### src/hw/uart_cfg.svh
// Purpose: constants of the serial channel: offsets, fields, codes
// Assumes: byte-wide registers on a 32-bit bus, low lane only
// Notes: the package holds the types
// Operation
// - Mode one bit 6 picks receive interrupt source
// - Mode one bit 5 picks per-character or block errors
// - Mode one parity field and even/odd type bit
// - Mode two bits 7:6 pick channel loop mode
// - Stop code 0 is 9/16 bit, 5-bit adds half
// - Command bits 3..0 disable/enable transmitter and receiver
// - Disabled transmitter refuses characters
// - Error flags stored with each buffered character
// - Status high bits from head, low bits live
// - Character mode flags clear on read or command
// - Block mode flags persist until error or receiver reset
// - Auxiliary bit 7 picks baud rate set; the bit is only held, no rate generator reads it
// - Power bit 0 powers down, 1 runs
// - Three-bit select routes signal to multipurpose output
// - Interrupt status bit layout
// - Interrupt mask mirrors status, 1 enables
// - Timer preload split into upper and lower bytes
// - Mode pointer advances after mode one access
// - Clear-to-send enable gates each character start
`ifndef UART_CFG_SVH
`define UART_CFG_SVH
`define OFS_MODE 8'h00
`define OFS_CLKSEL 8'h04
`define OFS_COMMAND 8'h08
`define OFS_STATUS 8'h0C
`define OFS_AUX 8'h10
`define OFS_ISTAT 8'h14
`define OFS_IMASK 8'h18
`define OFS_TPH 8'h1C
`define OFS_TPL 8'h20
`define OFS_TXDATA 8'h24
`define OFS_RXDATA 8'h28
`define AUX_RESET 8'h08
`define M1_RXIRQ 6
`define M1_ERRMODE 5
`define M1_PTYPE 2
`define AUX_BRGSET 7
`define AUX_POWER 3
`define M2_CTSEN 4
`define PAR_WITH 2'h0
`define PAR_FORCE 2'h1
`define PAR_NONE 2'h2
`define PAR_SPECIAL 2'h3
`define CH_NORMAL 2'h0
`define CH_ECHO 2'h1
`define CH_LOCAL 2'h2
`define CH_REMOTE 2'h3
`define CMD_PTR_RST 4'h1
`define CMD_RX_RST 4'h2
`define CMD_TX_RST 4'h3
`define CMD_ERR_RST 4'h4
`define CMD_BRK_CLR 4'h5
`define CMD_BRK_START 4'h6
`define CMD_BRK_STOP 4'h7
`define CMD_CT_START 4'h8
`define CMD_CT_STOP 4'h9
`define CMD_RTS_ON 4'hA
`define CMD_RTS_OFF 4'hB
`define CMD_MPI_CLR 4'hC
`define STOP_SHORT 6'h09
`define STOP_LONG 6'h11
`define STOP_FIVE 6'h08
`define RX_MID 4'h7
`define SUB_LAST 4'hF
`define FIFO_DEPTH 3'h4
`define IMASK_USED 8'hDF
`endif

### src/hw/uart_pkg.sv
// Purpose: types of the serial channel
// Assumes: constants come from uart_cfg.svh
// Notes: whole block state is one packed struct
package uart_pkg;
   typedef enum logic [2:0] {TX_IDLE = 3'h0, TX_START = 3'h1,
      TX_DATA = 3'h3, TX_PARITY = 3'h2, TX_STOP = 3'h6} tx_state_e;
   typedef enum logic [2:0] {RX_IDLE = 3'h0, RX_START = 3'h1,
      RX_DATA = 3'h3, RX_PARITY = 3'h2, RX_STOP = 3'h6} rx_state_e;
   typedef struct packed {
      logic brk;
      logic fe;
      logic pe;
      logic [7:0] data;
   } rx_entry_s;
   typedef struct packed {
      logic [7:0] mode_one, mode_two, clock_select, auxiliary_control;
      logic [7:0] interrupt_mask, timer_preload_high, timer_preload_low;
      logic ptr, ack, txd, multipurpose_output, irq;
      logic [7:0] dat;
      logic [15:0] tmr;
      logic tmr_run, cto, tick_ph, rx_en, tx_en, rts_n, brk_tx, ovr;
      logic [2:0] acc;
      logic [3:0][10:0] fifo;
      logic [1:0] rd_ptr;
      logic [2:0] cnt;
      logic mpi_chg, mpi_prev, ctr_rdy, brk_chg, rx_brk;
      logic [7:0] thr;
      logic thr_full, tx_line, tx_par;
      tx_state_e tx_st;
      logic [7:0] tx_sh;
      logic [5:0] tx_sub;
      logic [2:0] tx_bit;
      rx_state_e rx_st;
      logic [3:0] rx_sub;
      logic [2:0] rx_bit;
      logic [7:0] rx_sh;
      logic rx_par;
   } state_s;
endpackage

### src/hw/uart_core.sv
// Purpose: single-channel async serial port with Wishbone registers
// Assumes: 20 MHz clk_i, synchronous high reset, line pins synchronous
// Notes: 16x bit tick comes from the counter/timer reload
//
// Decided for this implementation: the Wishbone register port and the address map.
`timescale 1ns/1ps
`include "uart_cfg.svh"
module uart_core (
   input wire logic clk_i,
   input wire logic rst_i,
   input wire logic cyc_i,
   input wire logic stb_i,
   input wire logic we_i,
   input wire logic [7:0] adr_i,
   input wire logic [3:0] sel_i,
   input wire logic [31:0] dat_i,
   output logic [31:0] dat_o,
   output logic ack_o,
   input wire logic rxd_i,
   output logic txd_o,
   input wire logic multipurpose_input_i,
   output logic multipurpose_output_o,
   output logic irq_o
);
   import uart_pkg::*;
   state_s s_reg, s_next;
   logic req, wr, rd, tick, rx_act, push, cts_ok, tx_rdy, tx_emt;
   logic [7:0] wd, status, istat, rdat, rx_data, tx_mask;
   logic [3:0] cmd, nbits;
   logic [1:0] par_mode, ch_mode, wp;
   logic [5:0] stop_len;
   logic rx_line, rx_src, pe_now, fe_now;
   logic [2:0] head_flags;
   rx_entry_s head, entry;

   always_comb
   begin
      s_next = s_reg;
      req = cyc_i & stb_i & ~s_reg.ack;
      wr = req & we_i & sel_i[0];
      rd = req & ~we_i;
      wd = dat_i[7:0];
      cmd = wd[7:4];
      tick = 1'b0;
      push = 1'b0;
      entry = '0;
      pe_now = 1'b0;
      fe_now = 1'b0;
      rx_data = '0;
      rdat = '0;
      wp = '0;
      par_mode = s_reg.mode_one[4:3];
      ch_mode = s_reg.mode_two[7:6];
      nbits = 4'h5 + {2'h0, s_reg.mode_one[1:0]};
      tx_mask = 8'hFF >> (4'h8 - nbits);
      // Stop length in sixteenths of a bit
      if (s_reg.mode_two[3])
         stop_len = {2'h0, s_reg.mode_two[3:0]} + `STOP_LONG;
      else if (s_reg.mode_one[1:0] == 2'h0)
         stop_len = {2'h0, s_reg.mode_two[3:0]} + `STOP_SHORT
            + `STOP_FIVE;
      else
         stop_len = {2'h0, s_reg.mode_two[3:0]} + `STOP_SHORT;
      rx_line = (ch_mode == `CH_LOCAL) ? s_reg.tx_line : rxd_i;
      rx_act = s_reg.rx_en | (par_mode == `PAR_SPECIAL);
      cts_ok = ~s_reg.mode_two[`M2_CTSEN] | ~multipurpose_input_i;
      // Echo modes take the transmitter away from the host
      tx_rdy = s_reg.tx_en & ~s_reg.thr_full & (ch_mode[0] == 1'b0);
      tx_emt = tx_rdy & (s_reg.tx_st == TX_IDLE);
      head = s_reg.fifo[s_reg.rd_ptr];
      head_flags = (s_reg.cnt != 3'h0) ? {head.brk, head.fe, head.pe}
         : 3'h0;
      if (s_reg.mode_one[`M1_ERRMODE])
         head_flags = head_flags | s_reg.acc;
      rx_src = s_reg.mode_one[`M1_RXIRQ] ? (s_reg.cnt == `FIFO_DEPTH)
         : (s_reg.cnt != 3'h0);
      status = {head_flags, s_reg.ovr, tx_emt, tx_rdy,
         s_reg.cnt == `FIFO_DEPTH, s_reg.cnt != 3'h0};
      istat = {s_reg.mpi_chg, multipurpose_input_i, 1'b0, s_reg.ctr_rdy,
         s_reg.brk_chg, rx_src, tx_emt, tx_rdy};
      s_next.ack = req;
      // Register access
      if (adr_i == `OFS_MODE)
      begin
         rdat = s_reg.ptr ? s_reg.mode_two : s_reg.mode_one;
         if (wr & s_reg.ptr)
            s_next.mode_two = wd;
         else if (wr)
            s_next.mode_one = wd;
         if (req)
            s_next.ptr = 1'b1;
      end
      else if (adr_i == `OFS_CLKSEL)
      begin
         if (wr)
            s_next.clock_select = wd;
      end
      else if (adr_i == `OFS_COMMAND)
      begin
         if (wr)
         begin
            if (wd[3])
               s_next.tx_en = 1'b0;
            else if (wd[2])
               s_next.tx_en = 1'b1;
            if (wd[1])
            begin
               s_next.rx_en = 1'b0;
               s_next.rx_st = RX_IDLE;
            end
            else if (wd[0])
            begin
               s_next.rx_en = 1'b1;
               s_next.rx_st = RX_IDLE;
            end
            // Command field is decoded in one cycle; spacing is not needed
            case (cmd)
               `CMD_PTR_RST: s_next.ptr = 1'b0;
               `CMD_RX_RST:
               begin
                  s_next.rx_en = 1'b0;
                  s_next.cnt = 3'h0;
                  s_next.rd_ptr = 2'h0;
                  s_next.acc = 3'h0;
                  s_next.ovr = 1'b0;
                  s_next.rx_brk = 1'b0;
                  s_next.rx_st = RX_IDLE;
               end
               `CMD_TX_RST:
               begin
                  s_next.tx_en = 1'b0;
                  s_next.thr_full = 1'b0;
                  s_next.brk_tx = 1'b0;
                  s_next.tx_st = TX_IDLE;
                  s_next.tx_line = 1'b1;
               end
               `CMD_ERR_RST:
               begin
                  s_next.ovr = 1'b0;
                  s_next.acc = 3'h0;
                  s_next.fifo[s_reg.rd_ptr][10:8] = 3'h0;
               end
               `CMD_BRK_CLR: s_next.brk_chg = 1'b0;
               `CMD_BRK_START: s_next.brk_tx = s_next.tx_en;
               `CMD_BRK_STOP: s_next.brk_tx = 1'b0;
               `CMD_CT_START:
               begin
                  s_next.tmr = {s_reg.timer_preload_high,
                     s_reg.timer_preload_low};
                  s_next.tmr_run = 1'b1;
               end
               `CMD_CT_STOP:
               begin
                  s_next.tmr_run = 1'b0;
                  s_next.ctr_rdy = 1'b0;
                  s_next.cto = 1'b1;
               end
               `CMD_RTS_ON: s_next.rts_n = 1'b0;
               `CMD_RTS_OFF: s_next.rts_n = 1'b1;
               `CMD_MPI_CLR: s_next.mpi_chg = 1'b0;
               default: ;
            endcase
         end
      end
      else if (adr_i == `OFS_STATUS)
         rdat = status;
      else if (adr_i == `OFS_AUX)
      begin
         if (wr)
            s_next.auxiliary_control = wd;
      end
      else if (adr_i == `OFS_ISTAT)
         rdat = istat;
      else if (adr_i == `OFS_IMASK)
      begin
         if (wr)
            s_next.interrupt_mask = wd & `IMASK_USED;
      end
      else if (adr_i == `OFS_TPH)
      begin
         if (wr)
            s_next.timer_preload_high = wd;
      end
      else if (adr_i == `OFS_TPL)
      begin
         if (wr)
            s_next.timer_preload_low = wd;
      end
      else if (adr_i == `OFS_TXDATA)
      begin
         if (wr & s_reg.tx_en & ~s_reg.thr_full)
         begin
            s_next.thr = wd;
            s_next.thr_full = 1'b1;
         end
      end
      else if (adr_i == `OFS_RXDATA)
      begin
         rdat = head.data;
         if (rd & (s_reg.cnt != 3'h0))
         begin
            // Block mode keeps the flags of every character that left
            if (s_reg.mode_one[`M1_ERRMODE])
               s_next.acc = s_next.acc | {head.brk, head.fe, head.pe};
            s_next.rd_ptr = s_reg.rd_ptr + 2'h1;
            s_next.cnt = s_reg.cnt - 3'h1;
         end
      end
      if (req)
         s_next.dat = rdat;
      // Timer; the divisor runs from the preload, power bit 0 freezes it
      if (s_reg.auxiliary_control[`AUX_POWER])
      begin
         if (s_reg.tmr == 16'h0000)
         begin
            s_next.tmr = {s_reg.timer_preload_high, s_reg.timer_preload_low};
            tick = 1'b1;
            s_next.tick_ph = ~s_reg.tick_ph;
            if (s_reg.tmr_run)
            begin
               s_next.ctr_rdy = 1'b1;
               s_next.cto = ~s_reg.cto;
            end
         end
         else
            s_next.tmr = s_reg.tmr - 16'h0001;
      end
      // Input pin change
      s_next.mpi_prev = multipurpose_input_i;
      if (multipurpose_input_i != s_reg.mpi_prev)
         s_next.mpi_chg = 1'b1;
      // Receiver
      if (tick & rx_act)
      begin
         case (s_reg.rx_st)
            RX_IDLE:
            begin
               if (s_reg.rx_brk)
               begin
                  if (rx_line)
                  begin
                     s_next.rx_brk = 1'b0;
                     s_next.brk_chg = 1'b1;
                  end
               end
               else if (!rx_line)
               begin
                  s_next.rx_st = RX_START;
                  s_next.rx_sub = 4'h0;
               end
            end
            RX_START:
            begin
               s_next.rx_sub = s_reg.rx_sub + 4'h1;
               if (s_reg.rx_sub == `RX_MID)
               begin
                  s_next.rx_st = rx_line ? RX_IDLE : RX_DATA;
                  s_next.rx_sub = 4'h0;
                  s_next.rx_bit = 3'h0;
               end
            end
            RX_DATA:
            begin
               s_next.rx_sub = s_reg.rx_sub + 4'h1;
               if (s_reg.rx_sub == `SUB_LAST)
               begin
                  s_next.rx_sh = {rx_line, s_reg.rx_sh[7:1]};
                  s_next.rx_bit = s_reg.rx_bit + 3'h1;
                  if ({1'b0, s_reg.rx_bit} == nbits - 4'h1)
                     s_next.rx_st = (par_mode == `PAR_NONE) ? RX_STOP
                        : RX_PARITY;
               end
            end
            RX_PARITY:
            begin
               s_next.rx_sub = s_reg.rx_sub + 4'h1;
               if (s_reg.rx_sub == `SUB_LAST)
               begin
                  s_next.rx_par = rx_line;
                  s_next.rx_st = RX_STOP;
               end
            end
            default:
            begin
               s_next.rx_sub = s_reg.rx_sub + 4'h1;
               if (s_reg.rx_sub == `SUB_LAST)
               begin
                  s_next.rx_st = RX_IDLE;
                  rx_data = s_reg.rx_sh >> (4'h8 - nbits);
                  fe_now = ~rx_line;
                  case (par_mode)
                     `PAR_WITH: pe_now = (^rx_data) ^ s_reg.rx_par
                        ^ s_reg.mode_one[`M1_PTYPE];
                     `PAR_FORCE: pe_now = s_reg.rx_par
                        ^ s_reg.mode_one[`M1_PTYPE];
                     `PAR_SPECIAL: pe_now = s_reg.rx_par;
                     default: pe_now = 1'b0;
                  endcase
                  entry = '{brk: 1'b0, fe: fe_now, pe: pe_now,
                     data: rx_data};
                  if (fe_now & (rx_data == 8'h00) & (~s_reg.rx_par
                     | (par_mode == `PAR_NONE)))
                  begin
                     entry.brk = 1'b1;
                     s_next.rx_brk = 1'b1;
                     s_next.brk_chg = 1'b1;
                  end
                  push = (ch_mode != `CH_REMOTE);
               end
            end
         endcase
      end
      if (push)
      begin
         if (s_next.cnt == `FIFO_DEPTH)
            s_next.ovr = 1'b1;
         else
         begin
            wp = s_next.rd_ptr + s_next.cnt[1:0];
            s_next.fifo[wp] = entry;
            s_next.cnt = s_next.cnt + 3'h1;
         end
      end
      // Transmitter; it drains what it holds even after a disable
      if (tick)
      begin
         case (s_reg.tx_st)
            TX_IDLE:
            begin
               if (s_reg.thr_full & cts_ok & (ch_mode[0] == 1'b0))
               begin
                  s_next.tx_sh = s_reg.thr & tx_mask;
                  s_next.thr_full = 1'b0;
                  s_next.tx_par = (par_mode == `PAR_WITH)
                     ? (^(s_reg.thr & tx_mask)) ^ s_reg.mode_one[`M1_PTYPE]
                     : s_reg.mode_one[`M1_PTYPE];
                  s_next.tx_st = TX_START;
                  s_next.tx_sub = 6'h00;
                  s_next.tx_line = 1'b0;
               end
               else
                  s_next.tx_line = ~(s_reg.brk_tx & s_reg.tx_en);
            end
            TX_START:
            begin
               s_next.tx_sub = s_reg.tx_sub + 6'h01;
               if (s_reg.tx_sub[3:0] == `SUB_LAST)
               begin
                  s_next.tx_sub = 6'h00;
                  s_next.tx_st = TX_DATA;
                  s_next.tx_bit = 3'h0;
                  s_next.tx_line = s_reg.tx_sh[0];
               end
            end
            TX_DATA:
            begin
               s_next.tx_sub = s_reg.tx_sub + 6'h01;
               if (s_reg.tx_sub[3:0] == `SUB_LAST)
               begin
                  s_next.tx_sub = 6'h00;
                  s_next.tx_sh = s_reg.tx_sh >> 1;
                  s_next.tx_bit = s_reg.tx_bit + 3'h1;
                  s_next.tx_line = s_reg.tx_sh[1];
                  if ({1'b0, s_reg.tx_bit} == nbits - 4'h1)
                  begin
                     s_next.tx_st = (par_mode == `PAR_NONE) ? TX_STOP
                        : TX_PARITY;
                     s_next.tx_line = (par_mode == `PAR_NONE) ? 1'b1
                        : s_reg.tx_par;
                  end
               end
            end
            TX_PARITY:
            begin
               s_next.tx_sub = s_reg.tx_sub + 6'h01;
               if (s_reg.tx_sub[3:0] == `SUB_LAST)
               begin
                  s_next.tx_sub = 6'h00;
                  s_next.tx_st = TX_STOP;
                  s_next.tx_line = 1'b1;
               end
            end
            default:
            begin
               s_next.tx_sub = s_reg.tx_sub + 6'h01;
               if (s_reg.tx_sub == stop_len - 6'h01)
                  s_next.tx_st = TX_IDLE;
            end
         endcase
      end
      // Pins, all from flops
      if (ch_mode[0])
         s_next.txd = rxd_i;
      else if (ch_mode == `CH_LOCAL)
         s_next.txd = 1'b1;
      else
         s_next.txd = s_reg.tx_line;
      case (s_reg.auxiliary_control[2:0])
         3'h0: s_next.multipurpose_output = s_reg.rts_n;
         3'h1: s_next.multipurpose_output = s_reg.cto;
         3'h2: s_next.multipurpose_output = s_reg.tx_sub[3];
         3'h3: s_next.multipurpose_output = s_reg.tick_ph;
         3'h4: s_next.multipurpose_output = s_reg.rx_sub[3];
         3'h5: s_next.multipurpose_output = s_reg.tick_ph;
         3'h6: s_next.multipurpose_output = tx_rdy;
         default: s_next.multipurpose_output = rx_src;
      endcase
      s_next.irq = |(istat & s_reg.interrupt_mask);
   end

   always_ff @(posedge clk_i)
   begin
      if (rst_i)
      begin
         s_reg <= '0;
         s_reg.auxiliary_control <= `AUX_RESET;
         s_reg.rts_n <= 1'b1;
         s_reg.cto <= 1'b1;
         s_reg.txd <= 1'b1;
         s_reg.multipurpose_output <= 1'b1;
         // Idle level of the input pin, so reset leaves no false change
         s_reg.mpi_prev <= 1'b1;
         s_reg.tx_line <= 1'b1;
      end
      else
         s_reg <= s_next;
   end

   // Rate set bit is held for the fixed-rate generator, which is omitted
   assign dat_o = {24'h000000, s_reg.dat};
   assign ack_o = s_reg.ack;
   assign txd_o = s_reg.txd;
   assign multipurpose_output_o = s_reg.multipurpose_output;
   assign irq_o = s_reg.irq;
endmodule

### config.mk
export PLATFORM = sky130hd
export DESIGN_NAME = uart_core
export DESIGN_NICKNAME = d
export VERILOG_FILES = /design/src/hw/uart_pkg.sv /design/src/hw/uart_core.sv
export VERILOG_INCLUDE_DIRS = /design/src /design/src/hw
export SDC_FILE = /design/constraint.sdc
export NUM_CORES = 1
export LEC_CHECK = 0
export BUFFER_PORTS_ARGS = -buffer_cell sky130_fd_sc_hd__buf_2
export CORE_MARGIN = 2
export CORE_UTILIZATION = 60
export CTS_BUF_LIST = sky130_fd_sc_hd__clkbuf_16
export CTS_CLUSTER_SIZE = 16
export DETAILED_ROUTE_END_ITERATION = 8
export PLACE_DENSITY = 0.88
export SLEW_MARGIN = 20
export SYNTH_ARGS = -nofsm -noshare
export SYNTH_HDL_FRONTEND = slang
export SYNTH_SLANG_ARGS = --single-unit
export TNS_END_PERCENT = 5
### constraint.sdc
create_clock -name clk_i -period 5.1 [get_ports clk_i]
set_clock_uncertainty 0.15 [all_clocks]
set_input_delay 1.02 -clock clk_i [delete_from_list [all_inputs] [get_ports clk_i]]
set_output_delay 1.02 -clock clk_i [all_outputs]
set_load 0.1 [all_outputs]
==> metrics.md, run 1 <==
| Metric | Value |
|---|---|
| Fill cells | `1260` |
| Worst setup EP type | `register` |
| Min Tclk post-route | `4.688 ns` |
| Synth warnings | `0` |
| Outcome | `complete, no violations` |
| Core area | `16520 µm²` |
| DRC | `0` |
| Area growth syn-to-layout | `7.559%` |
| Dpl cells | `1380` |
| Switching Share | `32.44%` |
| Pwr per Cell Area | `342.7 nW/µm²` |
| CTS clk-pin slew, worst paths | `0.07 ns` |
| Worst-Margin Slew | `1.050 ns` |
| Num Clock Sinks | `187` |
| Largest register FFs | `168` |
| Routed wl met3 | `2219 µm` |
| Clock buffer count from CTS | `17` |
| Hold Slack | `0.3092 ns` |
| Root Buffer | `clkbuf_16` |
| Die H | `133.9 µm` |
| Netlist Area Pre-Place | `10130 µm²` |
| Post-route insts no fill | `1412` |
| Slew Limit Fails | `0` |
| Initial Util | `61.30%` |
| Cts hold-fix bufs | `0` |
| Port bufs | `35` |
| CP required | `5.25 ns` |
| H-tree depth | `4` |
| Yosys cell types | `75` |
| I/O pin count | `87` |
| Combinational power share | `21.1%` |
| Routed wl met2 | `12290 µm` |
| Sw power | `1.211 mW` |
| Max Used Layer | `met4` |
| Die Area | `17940 µm²` |
| Largest net degree at the start of global routing | `80` |
| Clock latency on the worst-skew pair | `0.45 ns` |
| First-pass GRT wire length | `42310 µm` |
| Setup CP Type | `input port to register` |
| Peak supply drop | `0.2531 mV` |
| Largest area contributor in the netlist | `dfxtp_1` |
| Initial antenna violation count | `0` |
| Post-CTS Setup Inserts | `0` |
| Total Power | `3.734 mW` |
| Max-Cap Viols | `0` |
| EDFF count, synth | `0` |
| Grt ovf | `0` |
| Slew margin rel. | `29.37%` |
| Main synth FF type | `dfxtp_1` |
| Seq/Total Area, Yosys | `36.96%` |
| Hold Path Depth | `2` |
| Via density | `6.363` |
| R2R depth | `13` |
| CTS resizes | `0` |
| Final Util | `65.93%` |
| Dpl hpwl | `17880 µm` |
| Sequential Power Share | `42.9%` |
| Flops & latches, synth | `187` |
| CTS tree | `done` |
| DR WL/cell | `18.32 µm` |
| Arrival @ worst endpoint | `4.84 ns` |
| Pre-Repair DR Iteration Count | `6` |
| Clk network pwr share | `36.0%` |
| P_int | `2.523 mW` |
| Clock Path Buffers | `2` |
| Avg Cell Area, Syn | `8.563 µm²` |
| Post-synth ARST share | `0%` |
| Post-Syn Instances | `1183` |
| Die Wd | `133.9 µm` |
| N_diodes | `0` |
| Final hold viol count | `0` |
| Tightest Hold Check Type | `register to register` |
| Layout cells sized above 1 | `10.99%` |
| Crit path launch type | `input port` |
| Wl on met1 | `10550 µm` |
| Rows | `47` |
| Synth top area share | `36.96%` |
| All-Layer GR Usage | `29.36%` |
| Initial DRC Count | `1190` |
| Nets | `1255` |
| RSZ-0062 raised after global routing | `no` |
| Post-Route WL | `25870 µm` |
| Vias in the first global route | `8373` |
| Final ANT Viol Nets | `0` |
| Final Wtd Congestion | `0.8914` |
| Fin crit share | `91.92%` |
| Leak | `4.208 nW` |
| Setup_tns | `0 ns` |
| Critical path peak fanout | `9` |
| Max Freq | `213.3 MHz` |
| Synth top area cells | `dfxtp_1, mux2i_1, nor2_1` |
| Via count | `8984` |
| Final setup viols | `0` |
[synthesized netlist by cell type (all sizes together), types with 5 or more instances]
master / count
dfxtp: 187
nor2: 156
nand2: 117
mux2i: 101
a21oi: 62
clkbuf: 59
o21ai: 50
buf: 41
nand3: 36
nor3: 30
inv: 26
ha: 25
a22oi: 21
xnor2: 19
a211oi: 18
mux4: 17
or3: 16
nand2b: 15
and3: 14
nor2b: 14
nand4: 12
xor2: 11
a32oi: 9
mux2: 9
or4: 8
a221oi: 7
a311oi: 7
nor4: 7
o31ai: 7
or2: 7
a31oi: 6
nor3b: 6
a211o: 5
o21a: 5
[cells by family after synthesis]
| kind of cell | Yosys count | share of synthesized area, % |
|---|---|---|
| adders and majority gates | 25 | 3.088 |
| DFF | 187 | 36.96 |
| other | 1 | 0.03702 |
| and+or+nand+nor | 454 | 21.26 |
| xor gates and xnor gates | 30 | 2.594 |
| buffers and inverters | 126 | 6.052 |
| AOI/OAI and AO/OA | 233 | 15.25 |
| muxes | 127 | 14.76 |
[worst max-delay path, cell delays in order]
cell and delay [ns]:
buf_2 0.12, or4b_1 0.57, or4_1 0.63, nor2_4 0.18
nor2_1 0.08, a21oi_1 0.21, inv_1 0.09, ha_1 0.24
and3_1 0.15, a311oi_1 0.25, buf_4 0.17, a21oi_2 0.07
or4_1 0.83, mux2i_1 0.22
[path summary, 6_finish.rpt]
| path | startpoint | endpoint | slack [ns] |
|---|---|---|---|
| max | adr_i[1] | s_reg[85] | 0.41 |
| min | s_reg[1] | s_reg[1] | 0.31 |
| max reg2reg | ack_o | s_reg[85] | 1.03 |
| min reg2reg | s_reg[1] | s_reg[1] | 0.31 |
[power by group through the flow]
stage | Combinational [mW] | Clock (mW) | Sequential, mW
detailed placement | 0.761 | 0 | 1.63
CTS | 0.770 | 1.34 | 1.60
global placement | 0.742 | 0 | 1.63
global route | 0.863 | 1.41 | 1.61
finish | 0.787 | 1.35 | 1.60
floorplan | 0.638 | 0 | 1.61
[through the flow]
step / instance area [µm²] / setup slack, ns
global placement: 10310 / 0.1278
finish: 10900 / 0.4123
floorplan: 10220 / 0.2645
CTS: 10900 / 0.4490
global route: 10900 / 0.2951
detailed placement: 10310 / 0.03835
[per-layer routing]
| layer | GRT usage, % | vias up |
|---|---|---|
| li1 | - | 4181 |
| met1 | 38.78 | 4258 |
| met2 | 47.58 | 460 |
| met3 | 5.367 | 85 |
| met4 | 12.00 | 0 |
| met5 | 0 | - |
[cell usage in the layout (no fill, tap or decap), types with 7 or more instances in the layout]
cell type	Yosys	final
nand2_1	116	116
nand2b_1	15	15
xnor2_1	19	19
xor2_1	11	11
or4_1	8	8
clkbuf_16	0	17
inv_1	25	25
nand4_1	12	12
o21ai_0	49	49
o31ai_1	7	7
a211oi_1	18	18
conb_1	1	24
mux4_2	17	17
nand3_1	36	36
a32oi_1	9	9
a22oi_1	21	21
mux2_2	8	8
and3_1	14	14
dfxtp_1	187	187
mux2i_1	101	101
nor2b_1	14	14
buf_2	1	34
buf_4	37	20
nor3_1	30	30
nor2_1	154	154
a21oi_1	61	61
a311oi_1	7	7
or3_1	16	16
ha_1	25	25
a221oi_1	7	7
[area by class of cell]
cell class / count / area (µm²) / area share [%]
multi-input combinational: 893 / 5872 / 53.89
sequential: 187 / 3744 / 34.36
clock buffer: 17 / 425.4 / 3.904
timing repair buffer: 54 / 320.3 / 2.940
tap: 220 / 275.3 / 2.526
clock inverter: 15 / 161.4 / 1.481
inverter: 26 / 97.59 / 0.8957
Note: power is estimated with default switching activity, not from simulation.
==> run 2, diff against run 1 <==
CORE_UTILIZATION = 35   (was 60)
PLACE_DENSITY = 0.6   (was 0.88)
==> metrics.md, run 2 (synthesized netlist as in run 1, its figures left out) <==
| Metric | Value |
|---|---|
| Worst reg2reg endpoint | `s_reg[88]` |
| Largest net degree at the start of global routing | `71` |
| Final hold viol count | `0` |
| Total Power | `3.843 mW` |
| Hold Slack | `0.3085 ns` |
| Nets | `1262` |
| Slew margin rel. | `21.54%` |
| First-pass GRT wire length | `42940 µm` |
| Largest register FFs | `168` |
| Initial DRC Count | `679` |
| CTS clk-pin slew, worst paths | `0.08 ns` |
| Worst-Margin Slew | `1.168 ns` |
| CP required | `5.27 ns` |
| Pre-Repair DR Iteration Count | `8` |
| Clock Path Buffers | `2` |
| Port bufs | `35` |
| RSZ-0062 raised after global routing | `no` |
| R2R depth | `16` |
| Die Area | `30320 µm²` |
| Slew Limit Fails | `0` |
| Core area | `28630 µm²` |
| N_diodes | `0` |
| Tightest Hold Check Type | `register to register` |
| Post-Route WL | `27090 µm` |
| Reg2Reg Setup Slack | `1.36 ns` |
| Critical path peak fanout | `9` |
| CTS tree | `done` |
| Via count | `8611` |
| Max Freq | `222.8 MHz` |
| Peak supply drop | `0.2379 mV` |
| Setup CP Type | `input port to register` |
| Layout cells sized above 1 | `11.51%` |
| Via density | `5.440` |
| Min Tclk post-route | `4.488 ns` |
| CTS resizes | `0` |
| Setup_tns | `0 ns` |
| Outcome | `complete, no violations` |
| Final setup viols | `0` |
| Crit path launch | `adr_i[1]` |
| Final Wtd Congestion | `0.8564` |
| Post-CTS Setup Inserts | `0` |
| Clock buffer count from CTS | `17` |
| Initial Util | `35.39%` |
| Dpl hpwl | `19280 µm` |
| Initial antenna violation count | `0` |
| Die H | `174.1 µm` |
| Pwr per Cell Area | `342.7 nW/µm²` |
| Arrival @ worst endpoint | `4.66 ns` |
| Vias in the first global route | `8002` |
| Rows | `62` |
| Crit path to | `s_reg[88]` |
| H-tree depth | `4` |
| Root Buffer | `clkbuf_16` |
| Area growth syn-to-layout | `10.71%` |
| All-Layer GR Usage | `17.75%` |
| Max-Cap Viols | `0` |
| Most frequent cells in the layout | `dfxtp_1, nor2_1, nand2_1` |
| Num Clock Sinks | `187` |
| Fin crit share | `88.00%` |
| Most common cell after layout, fill and taps aside | `dfxtp_1` |
| DR WL/cell | `17.11 µm` |
| I/O pin count | `87` |
| Worst setup EP type | `register` |
| Grt ovf | `0` |
| Clock latency on the worst-skew pair | `0.44 ns` |
| Cts hold-fix bufs | `0` |
| Leak | `4.271 nW` |
| DRC | `0` |
| Reg2reg start | `s_reg[55]` |
| Crit path launch type | `input port` |
| Die Wd | `174.1 µm` |
| Final ANT Viol Nets | `0` |
## run 2: changes by cell type in the layout (fill, tap and decap cells not counted), sizes merged
cell,previous run,this run
clkinv,5,6
buf,54,61
inv,32,33
clkinvlp,2,0
## run 2: cell type report
cell class | instances | area, µm²
fill | 2866 | 17410
tap | 384 | 480.5
clock inverter | 15 | 221.5
timing repair buffer | 61 | 372.9
multi-input combinational | 893 | 5873
inverter | 26 | 97.59
sequential | 187 | 3744
clock buffer | 17 | 425.4
## run 2: metal layers
layer  routed length, µm  global-route usage (%)
met1               12640                   24.65
met2               12600                   28.44
met3                1426                   3.237
met4                 428                   4.482
met5                   0                       0
## run 2: report_power, final
part	switching [mW]	leakage, nW	internal (mW)
Sequential	0.0718	1.51	1.53
Combinational	0.526	2.45	0.270
Clock	0.686	0.314	0.763
## run 2: per-stage QoR
step                utilization, %  worst slack (ns)  cells  cell area (µm²)
CTS                          39.17            0.6657   1583            11210
global route                 39.18            0.4656   1583            11210
finish                       39.18            0.6122   1583            11210
detailed placement           36.91            0.2442   1551            10570
floorplan                        -            0.2645   1206            10220
global placement             36.91            0.2129   1551            10570
## run 2: worst max-delay path: stages
cell and delay, ns:
buf_2 0.13, or4b_1 0.54, or4_1 0.66, nor2_4 0.19
nor2_1 0.08, a21oi_1 0.20, inv_1 0.09, ha_1 0.24
and3_1 0.16, a311oi_1 0.26, buf_4 0.17, a21oi_2 0.07
or4_1 0.50, buf_4 0.21, mux2i_1 0.13
## run 2: worst min-delay path by stage
stage / startpoint / to / slack, ns / depth (start not counted)
6_report: s_reg[71] / s_reg[71] / 0.31 / 2
5_1_grt: s_reg[65] / s_reg[65] / 0.32 / 2
4_1_cts: s_reg[65] / s_reg[65] / 0.31 / 2
3_5_place_dp: s_reg[62] / s_reg[62] / 0.30 / 2
3_3_place_gp: s_reg[71] / s_reg[71] / 0.29 / 2
2_1_floorplan: s_reg[71] / s_reg[71] / 0.28 / 2
